File: src/hw/tsl_pkg.sv
package tsl_pkg;

	// ----------------------------------------
	// Timing figures and clock rate.
	// ----------------------------------------
	localparam int CLK_KHZ          = 100000;
	localparam int SECOND_MS        = 1000;
	localparam int LONG_PRESS_MS    = 1000;
	localparam int REPEAT_START_MS  = 500;
	localparam int REPEAT_PERIOD_MS = 100;

	// ----------------------------------------
	// Register offsets and control fields.
	// ----------------------------------------
	localparam logic [7:0] REG_CTRL    = 8'h00;
	localparam logic [7:0] REG_UP_DLY  = 8'h04;
	localparam logic [7:0] REG_LO_DLY  = 8'h08;
	localparam logic [7:0] REG_UP_THR  = 8'h0c;
	localparam logic [7:0] REG_LO_THR  = 8'h10;
	localparam logic [7:0] REG_STATUS  = 8'h14;
	localparam logic [7:0] REG_LOOP    = 8'h18;
	localparam int         CTRL_MODE_LSB  = 0;
	localparam int         CTRL_INV_BIT   = 2;
	localparam int         CTRL_FAULT_LSB = 3;
	localparam int         CTRL_MENU_LSB  = 5;
	localparam logic [31:0] DASH_WORD  = 32'hffff_ffff;

	// ----------------------------------------
	// Menu positions that the buttons act on.
	// ----------------------------------------
	localparam logic [2:0] MENU_UP_DLY = 3'h3;
	localparam logic [2:0] MENU_LO_DLY = 3'h4;
	localparam logic [2:0] MENU_UP_THR = 3'h5;
	localparam logic [2:0] MENU_LO_THR = 3'h6;
	localparam logic [2:0] MENU_MODE   = 3'h7;

	// ----------------------------------------
	// Loop current levels in microamps.
	// ----------------------------------------
	localparam logic [15:0] UA_LOW      = 16'h0fa0;
	localparam logic [15:0] UA_HIGH     = 16'h4e20;
	localparam logic [15:0] UA_SAT_LO   = 16'h0ed8;
	localparam logic [15:0] UA_SAT_HI   = 16'h5014;
	localparam logic [15:0] UA_FAULT_HI = 16'h55f0;
	localparam logic [15:0] UA_FAULT_LO = 16'h0e10;
	localparam int          UA_PER_TENTH = 16;

	// ----------------------------------------
	// Setting limits and values after reset.
	// ----------------------------------------
	localparam logic [6:0] DLY_MIN    = 7'h00;
	localparam logic [6:0] DLY_MAX    = 7'h64;
	localparam logic [9:0] THR_MAX    = 10'h3e8;
	localparam logic [6:0] UP_DLY_RST = 7'h00;
	localparam logic [6:0] LO_DLY_RST = 7'h00;
	localparam logic [9:0] UP_THR_RST = 10'h320;
	localparam logic [9:0] LO_THR_RST = 10'h0c8;

	// ----------------------------------------
	// Types.
	// ----------------------------------------
	typedef enum logic [1:0] {
		proportional_output_mode,
		high_when_covered_mode,
		low_when_covered_mode
	} tsl_mode_t;

	typedef enum logic [1:0] {
		fault_off_mode,
		fault_high_current_mode,
		fault_low_current_mode
	} tsl_fault_t;

	typedef struct packed {
		logic [7:0]  addr;
		logic [31:0] wdata;
		logic        wr;
		logic        rd;
	} tsl_bus_req_t;

	typedef struct packed {
		logic [1:0] s1;
		logic [1:0] s2;
		logic [1:0] s3;
		logic [1:0] q;
	} tsl_sync_t;

	typedef struct packed {
		tsl_mode_t   mode;
		logic        inv;
		tsl_fault_t  fault_mode;
		logic [2:0]  menu;
		logic [6:0]  up_dly;
		logic [6:0]  lo_dly;
		logic [9:0]  up_thr;
		logic [9:0]  lo_thr;
		logic        covered;
		logic [31:0] act_cyc;
		logic [6:0]  act_sec;
		logic [31:0] deact_cyc;
		logic [6:0]  deact_sec;
		logic [31:0] press_cyc;
		logic [31:0] rep_cyc;
		logic        prev_any;
		logic        prev_both;
		logic        both_seen;
		tsl_mode_t   pend_mode;
		logic        pend_valid;
		logic [15:0] loop_ua;
		logic [31:0] rdata;
	} tsl_state_t;

endpackage

File: src/hw/tsl_btn_sync.sv
`timescale 1ns/1ns
module tsl_btn_sync
	import tsl_pkg::*;
(
	// Clock and reset.
	input  wire logic       core_clk_i,
	input  wire logic       rstn_i,
	// Raw button pins and clean levels.
	input  wire logic [1:0] btn_i,
	output logic      [1:0] btn_o
);

	tsl_sync_t s_reg;
	tsl_sync_t s_next;

	// Three stages; the clean level moves only when stages two and three agree.
	always_comb begin
		s_next    = s_reg;
		s_next.s1 = btn_i;
		s_next.s2 = s_reg.s1;
		s_next.s3 = s_reg.s2;
		for (int i = 0; i < 2; i++) begin
			if (s_reg.s2[i] == s_reg.s3[i]) begin
				s_next.q[i] = s_reg.s3[i];
			end
		end
	end

	// State register.
	always_ff @(posedge core_clk_i or negedge rstn_i) begin
		if (!rstn_i) begin
			s_reg <= '0;
		end else begin
			s_reg <= s_next;
		end
	end

	assign btn_o = s_reg.q;

endmodule

File: src/hw/tsl_loop_out.sv
`timescale 1ns/1ns
module tsl_loop_out
	import tsl_pkg::*;
#(
	parameter int SEC_CYC       = SECOND_MS * CLK_KHZ,
	parameter int LONG_CYC      = LONG_PRESS_MS * CLK_KHZ,
	parameter int REP_START_CYC = REPEAT_START_MS * CLK_KHZ,
	parameter int REP_PER_CYC   = REPEAT_PERIOD_MS * CLK_KHZ
)
(
	// Clock and reset.
	input  wire logic              core_clk_i,
	input  wire logic              rstn_i,
	// Register port.
	input  wire tsl_bus_req_t      bus_i,
	output logic            [31:0] rdata_o,
	// Front panel buttons.
	input  wire logic              inc_btn_i,
	input  wire logic              dec_btn_i,
	// Measurement and diagnostics.
	input  wire logic signed [11:0] level_i,
	input  wire logic              fault_i,
	// Loop output and display status.
	output logic            [15:0] loop_ua_o,
	output logic                   covered_o,
	output tsl_mode_t              mode_o,
	output logic                   fault_active_o,
	output logic                   disp_dash_o,
	output logic                   disp_show_mode_o
);

	// ----------------------------------------
	// Helpers.
	// ----------------------------------------
	// Saturate a microamp figure into the loop limits.
	function automatic logic [15:0] clamp_ua(input int ua);
		return (ua < int'(UA_SAT_LO)) ? UA_SAT_LO : ((ua > int'(UA_SAT_HI)) ? UA_SAT_HI : ua[15:0]);
	endfunction
	// One step up or down, held inside zero and the limit.
	function automatic int step_val(input int v, input logic up, input int vmax);
		return up ? ((v >= vmax) ? vmax : v + 1) : ((v <= 0) ? 0 : v - 1);
	endfunction
	// Swap a delay between its two end values.
	function automatic logic [6:0] tog_dly(input logic [6:0] v);
		return (v == DLY_MAX) ? DLY_MIN : DLY_MAX;
	endfunction
	// Count up without wrapping.
	function automatic logic [31:0] sat_inc(input logic [31:0] c);
		return (c == 32'hffff_ffff) ? c : c + 32'h1;
	endfunction

	// ----------------------------------------
	// State and input conditioning.
	// ----------------------------------------
	localparam tsl_state_t STATE_RST = '{
		mode:       proportional_output_mode,
		fault_mode: fault_off_mode,
		pend_mode:  proportional_output_mode,
		up_dly:     UP_DLY_RST,
		lo_dly:     LO_DLY_RST,
		up_thr:     UP_THR_RST,
		lo_thr:     LO_THR_RST,
		loop_ua:    UA_LOW,
		default:    '0
	};
	tsl_state_t s_reg;
	tsl_state_t s_next;
	logic [1:0] btn;
	logic       btn_any;
	logic       btn_both;
	logic       btn_single;
	logic       long_press;
	logic       above_up;
	logic       below_lo;
	logic       edit_ok;
	logic       step_now;
	logic       toggle_now;
	// Buttons come from the panel pins and are synchronised first.
	tsl_btn_sync u_btn_sync (.core_clk_i(core_clk_i), .rstn_i(rstn_i), .btn_i({dec_btn_i, inc_btn_i}), .btn_o(btn));

	// Press classification and the level comparisons.
	assign btn_any    = btn[0] | btn[1];
	assign btn_both   = btn[0] & btn[1];
	assign btn_single = btn_any & ~btn_both;
	assign long_press = s_reg.press_cyc >= 32'(LONG_CYC);
	assign above_up   = level_i > $signed({2'b00, s_reg.up_thr});
	assign below_lo   = level_i < $signed({2'b00, s_reg.lo_thr});
	assign edit_ok    = s_reg.mode != proportional_output_mode;
	assign step_now   = btn_single & ~s_reg.both_seen & (~s_reg.prev_any |
		(s_reg.press_cyc >= 32'(REP_START_CYC) & s_reg.rep_cyc == 32'(REP_PER_CYC - 1)));
	assign toggle_now = btn_both & ~s_reg.prev_both;

	// ----------------------------------------
	// Next-state logic.
	// ----------------------------------------
	always_comb begin
		int lin;
		lin    = 0;
		s_next = s_reg;
		if (!s_reg.covered && above_up) begin
			if (s_reg.act_sec >= s_reg.up_dly) begin
				s_next.covered = 1'b1;
				s_next.act_sec = '0;
				s_next.act_cyc = '0;
			end else if (s_reg.act_cyc == 32'(SEC_CYC - 1)) begin
				s_next.act_cyc = '0;
				s_next.act_sec = s_reg.act_sec + 7'h01;
			end else begin
				s_next.act_cyc = s_reg.act_cyc + 32'h1;
			end
		end else begin
			s_next.act_cyc = '0;
			s_next.act_sec = '0;
		end

		if (s_reg.covered && below_lo) begin
			if (s_reg.deact_sec >= s_reg.lo_dly) begin
				s_next.covered   = 1'b0;
				s_next.deact_sec = '0;
				s_next.deact_cyc = '0;
			end else if (s_reg.deact_cyc == 32'(SEC_CYC - 1)) begin
				s_next.deact_cyc = '0;
				s_next.deact_sec = s_reg.deact_sec + 7'h01;
			end else begin
				s_next.deact_cyc = s_reg.deact_cyc + 32'h1;
			end
		end else begin
			s_next.deact_cyc = '0;
			s_next.deact_sec = '0;
		end

		// Press duration, repeat phase and edge memory.
		s_next.press_cyc = btn_any ? sat_inc(s_reg.press_cyc) : '0;
		s_next.both_seen = btn_any & (s_reg.both_seen | btn_both);
		s_next.prev_any  = btn_any;
		s_next.prev_both = btn_both;
		if (btn_single && s_reg.press_cyc >= 32'(REP_START_CYC)) begin
			s_next.rep_cyc = (s_reg.rep_cyc == 32'(REP_PER_CYC - 1)) ? '0 : s_reg.rep_cyc + 32'h1;
		end else begin
			s_next.rep_cyc = '0;
		end

		if (btn_both && long_press) begin
			s_next.pend_mode  = proportional_output_mode;
			s_next.pend_valid = 1'b1;
		end else if (btn_single && !s_reg.both_seen && long_press && s_reg.menu == MENU_MODE) begin
			s_next.pend_mode  = btn[0] ? high_when_covered_mode : low_when_covered_mode;
			s_next.pend_valid = 1'b1;
		end
		// Chosen mode takes effect on release.
		if (!btn_any && s_reg.pend_valid) begin
			s_next.mode       = s_reg.pend_mode;
			s_next.pend_valid = 1'b0;
		end

		if (edit_ok) begin
			case (s_reg.menu)
				MENU_UP_DLY: begin
					if (step_now) begin
						s_next.up_dly = 7'(step_val(int'(s_reg.up_dly), btn[0], int'(DLY_MAX)));
					end else if (toggle_now) begin
						s_next.up_dly = tog_dly(s_reg.up_dly);
					end
				end
				MENU_LO_DLY: begin
					if (step_now) begin
						s_next.lo_dly = 7'(step_val(int'(s_reg.lo_dly), btn[0], int'(DLY_MAX)));
					end else if (toggle_now) begin
						s_next.lo_dly = tog_dly(s_reg.lo_dly);
					end
				end
				MENU_UP_THR: begin
					if (step_now) begin
						s_next.up_thr = 10'(step_val(int'(s_reg.up_thr), btn[0], int'(THR_MAX)));
					end
				end
				MENU_LO_THR: begin
					if (step_now) begin
						s_next.lo_thr = 10'(step_val(int'(s_reg.lo_thr), btn[0], int'(THR_MAX)));
					end
				end
				default: ;
			endcase
		end

		// Register writes; settings refuse writes outside two-state mode.
		if (bus_i.wr) begin
			case (bus_i.addr)
				REG_CTRL: begin
					if (bus_i.wdata[CTRL_MODE_LSB +: 2] != 2'h3) begin
						s_next.mode = tsl_mode_t'(bus_i.wdata[CTRL_MODE_LSB +: 2]);
					end
					if (bus_i.wdata[CTRL_FAULT_LSB +: 2] != 2'h3) begin
						s_next.fault_mode = tsl_fault_t'(bus_i.wdata[CTRL_FAULT_LSB +: 2]);
					end
					s_next.inv  = bus_i.wdata[CTRL_INV_BIT];
					s_next.menu = bus_i.wdata[CTRL_MENU_LSB +: 3];
				end
				REG_UP_DLY: begin
					if (edit_ok && bus_i.wdata[6:0] <= DLY_MAX) begin
						s_next.up_dly = bus_i.wdata[6:0];
					end
				end
				REG_LO_DLY: begin
					if (edit_ok && bus_i.wdata[6:0] <= DLY_MAX) begin
						s_next.lo_dly = bus_i.wdata[6:0];
					end
				end
				REG_UP_THR: begin
					if (edit_ok && bus_i.wdata[9:0] <= THR_MAX) begin
						s_next.up_thr = bus_i.wdata[9:0];
					end
				end
				REG_LO_THR: begin
					if (edit_ok && bus_i.wdata[9:0] <= THR_MAX) begin
						s_next.lo_thr = bus_i.wdata[9:0];
					end
				end
				default: ;
			endcase
		end

		// Read data stand for one cycle only.
		s_next.rdata = '0;
		if (bus_i.rd) begin
			case (bus_i.addr)
				REG_CTRL:   s_next.rdata = {24'h0, s_reg.menu, s_reg.fault_mode, s_reg.inv, s_reg.mode};
				REG_UP_DLY: s_next.rdata = edit_ok ? {25'h0, s_reg.up_dly} : DASH_WORD;
				REG_LO_DLY: s_next.rdata = edit_ok ? {25'h0, s_reg.lo_dly} : DASH_WORD;
				REG_UP_THR: s_next.rdata = edit_ok ? {22'h0, s_reg.up_thr} : DASH_WORD;
				REG_LO_THR: s_next.rdata = edit_ok ? {22'h0, s_reg.lo_thr} : DASH_WORD;
				REG_STATUS: s_next.rdata = {27'h0, s_reg.pend_valid, fault_active_o, s_reg.mode, s_reg.covered};
				REG_LOOP:   s_next.rdata = {16'h0, s_reg.loop_ua};
				default:    s_next.rdata = '0;
			endcase
		end

		lin = s_reg.inv ? int'(UA_HIGH) - UA_PER_TENTH * int'(level_i) : int'(UA_LOW) + UA_PER_TENTH * int'(level_i);
		case (s_reg.mode)
			proportional_output_mode: s_next.loop_ua = clamp_ua(lin);
			high_when_covered_mode:   s_next.loop_ua = s_reg.covered ? UA_HIGH : UA_LOW;
			low_when_covered_mode:    s_next.loop_ua = s_reg.covered ? UA_LOW : UA_HIGH;
			default:                  s_next.loop_ua = UA_LOW;
		endcase
		if (fault_i && s_reg.fault_mode == fault_high_current_mode) begin
			s_next.loop_ua = UA_FAULT_HI;
		end else if (fault_i && s_reg.fault_mode == fault_low_current_mode) begin
			s_next.loop_ua = UA_FAULT_LO;
		end
	end

	always_ff @(posedge core_clk_i or negedge rstn_i) begin
		if (!rstn_i) begin
			s_reg <= STATE_RST;
		end else begin
			s_reg <= s_next;
		end
	end

	// ----------------------------------------
	// Outputs.
	// ----------------------------------------
	assign rdata_o          = s_reg.rdata;
	assign loop_ua_o        = s_reg.loop_ua;
	assign covered_o        = s_reg.covered;
	assign mode_o           = s_reg.mode;
	assign fault_active_o   = s_reg.loop_ua == UA_FAULT_HI || s_reg.loop_ua == UA_FAULT_LO;
	assign disp_dash_o      = !edit_ok && s_reg.menu >= MENU_UP_DLY && s_reg.menu <= MENU_LO_THR;
	assign disp_show_mode_o = btn_any && s_reg.menu == MENU_MODE;
endmodule

File: config.mk
export PLATFORM = sky130hd
export DESIGN_NAME = tsl_loop_out
export DESIGN_NICKNAME = d
export VERILOG_FILES = /design/src/hw/tsl_pkg.sv /design/src/hw/tsl_btn_sync.sv /design/src/hw/tsl_loop_out.sv
export SDC_FILE = /design/constraint.sdc
export NUM_CORES = 1
export LEC_CHECK = 0
export BUFFER_PORTS_ARGS = -buffer_cell sky130_fd_sc_hd__buf_2
export CORE_MARGIN = 3
export CORE_UTILIZATION = 30
export DETAILED_ROUTE_END_ITERATION = 16
export GPL_TIMING_DRIVEN = 1
export MAX_ROUTING_LAYER = met4
export REMOVE_ABC_BUFFERS = 1
export SYNTH_ARGS = -nofsm -noshare
export SYNTH_HDL_FRONTEND = slang
export SYNTH_SLANG_ARGS = --single-unit
export TNS_END_PERCENT = 1
File: constraint.sdc
create_clock -name core_clk_i -period 2.8 [get_ports core_clk_i]
set_input_delay 0 -clock core_clk_i [delete_from_list [all_inputs] [get_ports core_clk_i]]
set_output_delay 0 -clock core_clk_i [all_outputs]
set_load 0.02 [all_outputs]
* Yosys cells after proc, flatten, opt, wreduce, memory -nomap -nowiden
Index checks and enable logic that the tools add are counted.
** Storage, ports and cells
- Word-level logic and storage cells :: 206
- Register bits after elaboration :: 247
** Cells by class
- Order comparisons :: 20
- Muxes and demuxes :: 72
- Add/subtract/negate cells :: 16
- Bitwise logic cells :: 14
- Reduce and logical (&&, ||, !) cells :: 27
- Eq/ne operators :: 30
** Operator list (number)
- 32-bit two-way mux :: 12
- 32-bit case mux with 7 select lines :: 1
- 39-bit two-way mux :: 4
- 10-bit two-way mux :: 14
- 7-bit two-way mux :: 20
- 32-bit by 1-bit adder with 32-bit output, second input constant :: 4
- 32-bit by 27-bit == test with 1-bit output, second input constant :: 2
- 16-bit two-way mux :: 4
- 16-bit case mux with 3 select lines :: 1
- 42-bit two-way mux :: 1
- 34-bit two-way mux :: 1
- 32-bit by 24-bit == test with 1-bit output, second input constant :: 1
- 32-bit == test, second input constant :: 1
- 32-bit by 26-bit greater-or-equal comparator with 1-bit output, second input constant :: 1
- 32-bit by 27-bit greater-or-equal comparator with 1-bit output, second input constant :: 1
- 32-bit by 16-bit greater-than comparator with 1-bit output, second input constant :: 1
- 32-bit by 13-bit < comparator with 1-bit output, second input constant :: 1
- 15-bit two-way mux :: 2
- 7-bit by 1-bit adder with 7-bit output, second input constant :: 4
- 8-bit by 5-bit == test with 1-bit output, second input constant :: 3
- 10-bit by 1-bit adder with 10-bit output, second input constant :: 2
- 10-bit greater-or-equal comparator, second input constant :: 2
- 10-bit by 1-bit <= comparator with 1-bit output, second input constant :: 2
- 10-bit by 1-bit subtractor with 10-bit output, second input constant :: 2
- 40 further kinds :: 92

* Depth between registers and ports, before layout
- Word-level depth :: 11
- Gate-level depth with buffers :: 13

* Modules after synthesis
From an unflattened synthesis, not the netlist that was laid out.
** Second synthesis, totals
- Cells, all modules :: 1715
- Area total of the unflattened synthesis :: 14900.5 µm²
** Modules (own cells, without submodules)
- tsl_loop_out :: area an instance 14662.8 µm², seq. area each 5570.3 µm², instances 1, cells an instance 1703
- tsl_btn_sync :: area an instance 237.7 µm², seq. area each 200.2 µm², instances 1, cells an instance 12

* Worst setup path after synthesis
OpenSTA, ideal clock, no wires.
- Path type :: flip-flop to flip-flop
- Start point :: register s_reg[210] (netlist bit)
- End point :: register s_reg[167] (netlist bit)
- Period minus slack after synthesis :: 2806 ps
- Path slack :: -6 ps
- Arrival time :: 2734 ps
- Required time :: 2729 ps
- Setup time :: 71 ps
- Buffers on the path :: 3
- Stages on the path, launching flop included :: 14
- Cells stage by stage :: dfrtp_1 -> clkbuf_1 -> inv_1 -> ha_1 -> a21o_1 -> a21oi_1 -> o221ai_1 -> a2111oi_0 -> a2111oi_0 -> o211ai_1 -> or2_1 -> clkbuf_1 -> buf_2 -> nor2_1
** RTL lines
- from (decl) :: RTL line tsl_loop_out.sv:66 : tsl_state_t s_reg;
- from (signal assigned) :: RTL line tsl_loop_out.sv:256 : s_reg <= s_next;

==> out/results.tsv <==
stage	metric	value	unit
clock_tree	CTS tree	built	
synth	Synth top area share	37.70	%
routing	initial drt markers	981	
power_and_ir_drop	Pleak	7.424	nW
synth	simple-gate share of the synthesized area	23.33	%
critical_path	R2R depth	9	
place	Post-DP HPWL	29.10	mm
synth	Synth Area in Compound Gates	15.50	%
grt	initial antenna violation count	9	
critical_path	reg2reg setup slack	90	ps
routing	routed wire length per instance	16.69	µm
synth	most frequent cell after synthesis	nor2_1	
final_layout	final instance area	0.01692	mm²
place	Placement Cell Area	0.01564	mm²
critical_path	Worst EP arrival	3180	ps
synth	synthesized flop and latch total	230	
floorplan	core box area	0.04705	mm²
synth	Main synth FF type	dfrtp_1	
timing	Worst-Margin Slew	847.8	ps
grt	GRT Residual Overflow	0	
power_and_ir_drop	VDD IR max	0.4002	mV
clock_tree	clk root buf	clkbuf_16	
critical_path	Setup Crit Path Kind	flop to flop	
floorplan	Die Ht	225.6	µm
critical_path	Crit. End Element	flop	
grt	Global Route Usage Sum	15.97	%
floorplan	die area	0.05090	mm²
synth	post-synthesis sequential area ratio	39.88	%
floorplan	Die Width	225.6	µm
place	port buffer count	88	
timing	Final Hold Fails	0	
routing	# DRC	0	
synth	Avg Inst Size Synth	8.732	µm²
critical_path	Worst path max stage delay	560	ps
timing	final period utilization	96.64	%
final_layout	fin cells	2394	
critical_path	delay-heaviest family, CP	compound AO/OA/AOI/OAI gates	
timing	max-slew violations	0	
synth	synth cell count leaders	nor2_1, dfrtp_1, nand2_1	
place	routability cong.	0.9225	
timing	fin crit period	2706	ps
critical_path	Crit Reg-Reg Endpoint	s_reg[227]$_DFF_PN0_	
clock_tree	Clock Sinks	230	
final_layout	share of cells above drive strength 1	14.44	%
clock_tree	Worst-Skew Late Latency	560	ps
floorplan	IO Count	113	
worst_hold_path	WHS Endpoint	loop_ua_o[5]$_DFF_PN1_	
flow_run	max_cap viols	0	
worst_hold_path	Hold WC Path Type	input port to flop	
clock_tree	H-tree level count	1	
critical_path	CP max FO	8	
place	post-placement cell count	2312	
critical_path	startpoint types	flop	
synth	Post-Synthesis Cells	1657	
synth	Post-synth EDFFs	0	
timing	hold slack	34.07	ps
final_layout	max reg flops	188	
critical_path	CP bufs+invs	1	
synth	largest family of logic cells by synthesized area	simple AND/OR/NAND/NOR gates	
critical_path	Critical Path, Cell by Cell	or4_1 -> o211ai_1 -> a2111oi_4 -> o211ai_4 -> buf_4 -> nand2_2 -> o21ai_2 -> a22oi_1 -> a21oi_1	
critical_path	CP max-delay cell	or4_1	
floorplan	num rows	79	
synth	synth warn	0	
grt	largest net degree at the start of global routing	102	
timing	worst rel slew slack	43.48	%
synth	cell type with the largest total area after synthesis	dfrtp_1	
routing	total number of vias	12610	
timing	Layout Skew	12.19	ps
final_layout	Area Growth Syn to Fin	16.97	%
grt	first-pass GRT wire length	65.08	mm
synth	Synth Area in Adders	5.154	%
routing	antenna-violating nets left	0	
timing	fmax	369.5	MHz
critical_path	FF-to-FF Start	s_reg[94]$_DFFE_PN0P_	
routing	Pre-antenna DRT Iters	5	
clock_tree	CTS Buf Count	28	
critical_path	WP data required	3280	ps
timing	Setup TNS	0	ps
synth	Netlist cell types	89	
synth	post-synthesis xor/xnor area fraction	8.596	%
clock_tree	Reg clk slew, reported paths	60	ps
synth	Post-Syn Area	0.01447	mm²
final_layout	Nets	1876	
final_layout	final core occ	35.97	%
timing	final setup violation count	0	
run_status	status	finished clean	
routing	final wirelength	39.95	mm
synth	ranking of synthesized cells by area	dfrtp_1, nor2_1, xor2_1, ha_1, nand2_1	
timing	RSZ-0062 raised after global routing	true	
power_and_ir_drop	power per cell area	539.2	mW/mm²
floorplan	initial core utilization	30.75	%
worst_hold_path	min-delay src	level_i[1]	
worst_hold_path	Hold Path Cell Cnt	4	
synth	post-synthesis mux area share	1.384	%
grt	vias in the first global route	12350	
synth	ys async rst share	100.0	%
routing	DR vias/cell	5.269	
clock_tree	Max Buffers Root-to-Sink	3	
==> routing by layer <==
layer	vias up	GRT usage, %	wire (µm)
met3	71	3.341	2941
met1	6091	21.58	18390
li1	6038	-	-
met4	0	3.670	895
met2	413	24.70	17720
met5	-	-	0
==> worst max path at each step <==
stage                     cells past startpoint                             from                    to
final                                         9            s_reg[94]$_DFFE_PN0P_  s_reg[227]$_DFF_PN0_
after global routing                          9            s_reg[94]$_DFFE_PN0P_  s_reg[226]$_DFF_PN0_
after CTS                                     8            s_reg[99]$_DFFE_PN0P_  s_reg[215]$_DFF_PN1_
after detailed placement                      8            s_reg[99]$_DFFE_PN0P_  s_reg[215]$_DFF_PN1_
after global placement                        9            s_reg[94]$_DFFE_PN0P_  s_reg[221]$_DFF_PN0_
after floorplan                               8  u_btn_sync.btn_o[0]$_DFFE_PN0N_  s_reg[204]$_DFF_PN1_
==> cells by family after synthesis <==
family | count (synthesis)
adders and majority gates | 60
buffers and inverters | 182
xor gates and xnor gates | 142
other | 1
muxes | 19
DFF | 230
AOI/OAI and AO/OA | 325
and+or+nand+nor | 698
==> timing repair <==
item / in CTS / in global routing
hold buffers: 24 / 0
endpoints found under the setup margin: 0 / 55
resized for setup: 0 / 10
endpoints found under the hold margin: 159 / 0
buffers inserted: 0 / 0
==> final cells by class <==
class                   count  area, µm²
clock inverters             9      156.4
flip-flops and latches    230       5772
inverters                  70      262.8
well taps                 607      759.5
clock buffers              42      824.5
multi-input cells        1247       7865
fillers                  4768      30130
repair buffers            182       1266
diodes                      7      17.52
==> where the power goes <==
group	switching, W	leakage (nW)	internal (W)	total (W)
Sequential	0.000202	3.01	0.00348	0.00368
Clock	0.00146	0.474	0.00240	0.00385
Combinational	0.000989	3.94	0.000600	0.00159
Total	0.00265	7.42	0.00648	0.00912
==> worst register-to-register path, delay by kind of cell (launching register included) <==
family                 cells  cell delay (ps)
and+or+nand+nor            2              690
DFF                        1              420
buffers and inverters      1              170
AOI/OAI and AO/OA          6             1360
==> cells in the final DEF, fill, tap and decap left out, types with 39 or more instances in the layout <==
cell type,count
ha_1,58
nor2_1,241
xnor2_1,50
nor3_1,39
inv_1,70
buf_2,87
nand3_1,76
o21ai_0,62
xor2_1,92
nand2_1,152
a21oi_1,69
buf_4,66
dfrtp_1,217
==> stage by stage <==
| stage | setup WS [ps] | power, W |
|---|---|---|
| after floorplan | -697.0 | 0.004619 |
| after global placement | 133.3 | 0.005250 |
| after detailed placement | 84.99 | 0.005291 |
| after CTS | 31.25 | 0.009210 |
| after global routing | -39.91 | 0.009583 |
| final | 93.98 | 0.009125 |
Power figures use the tool's default switching activity.
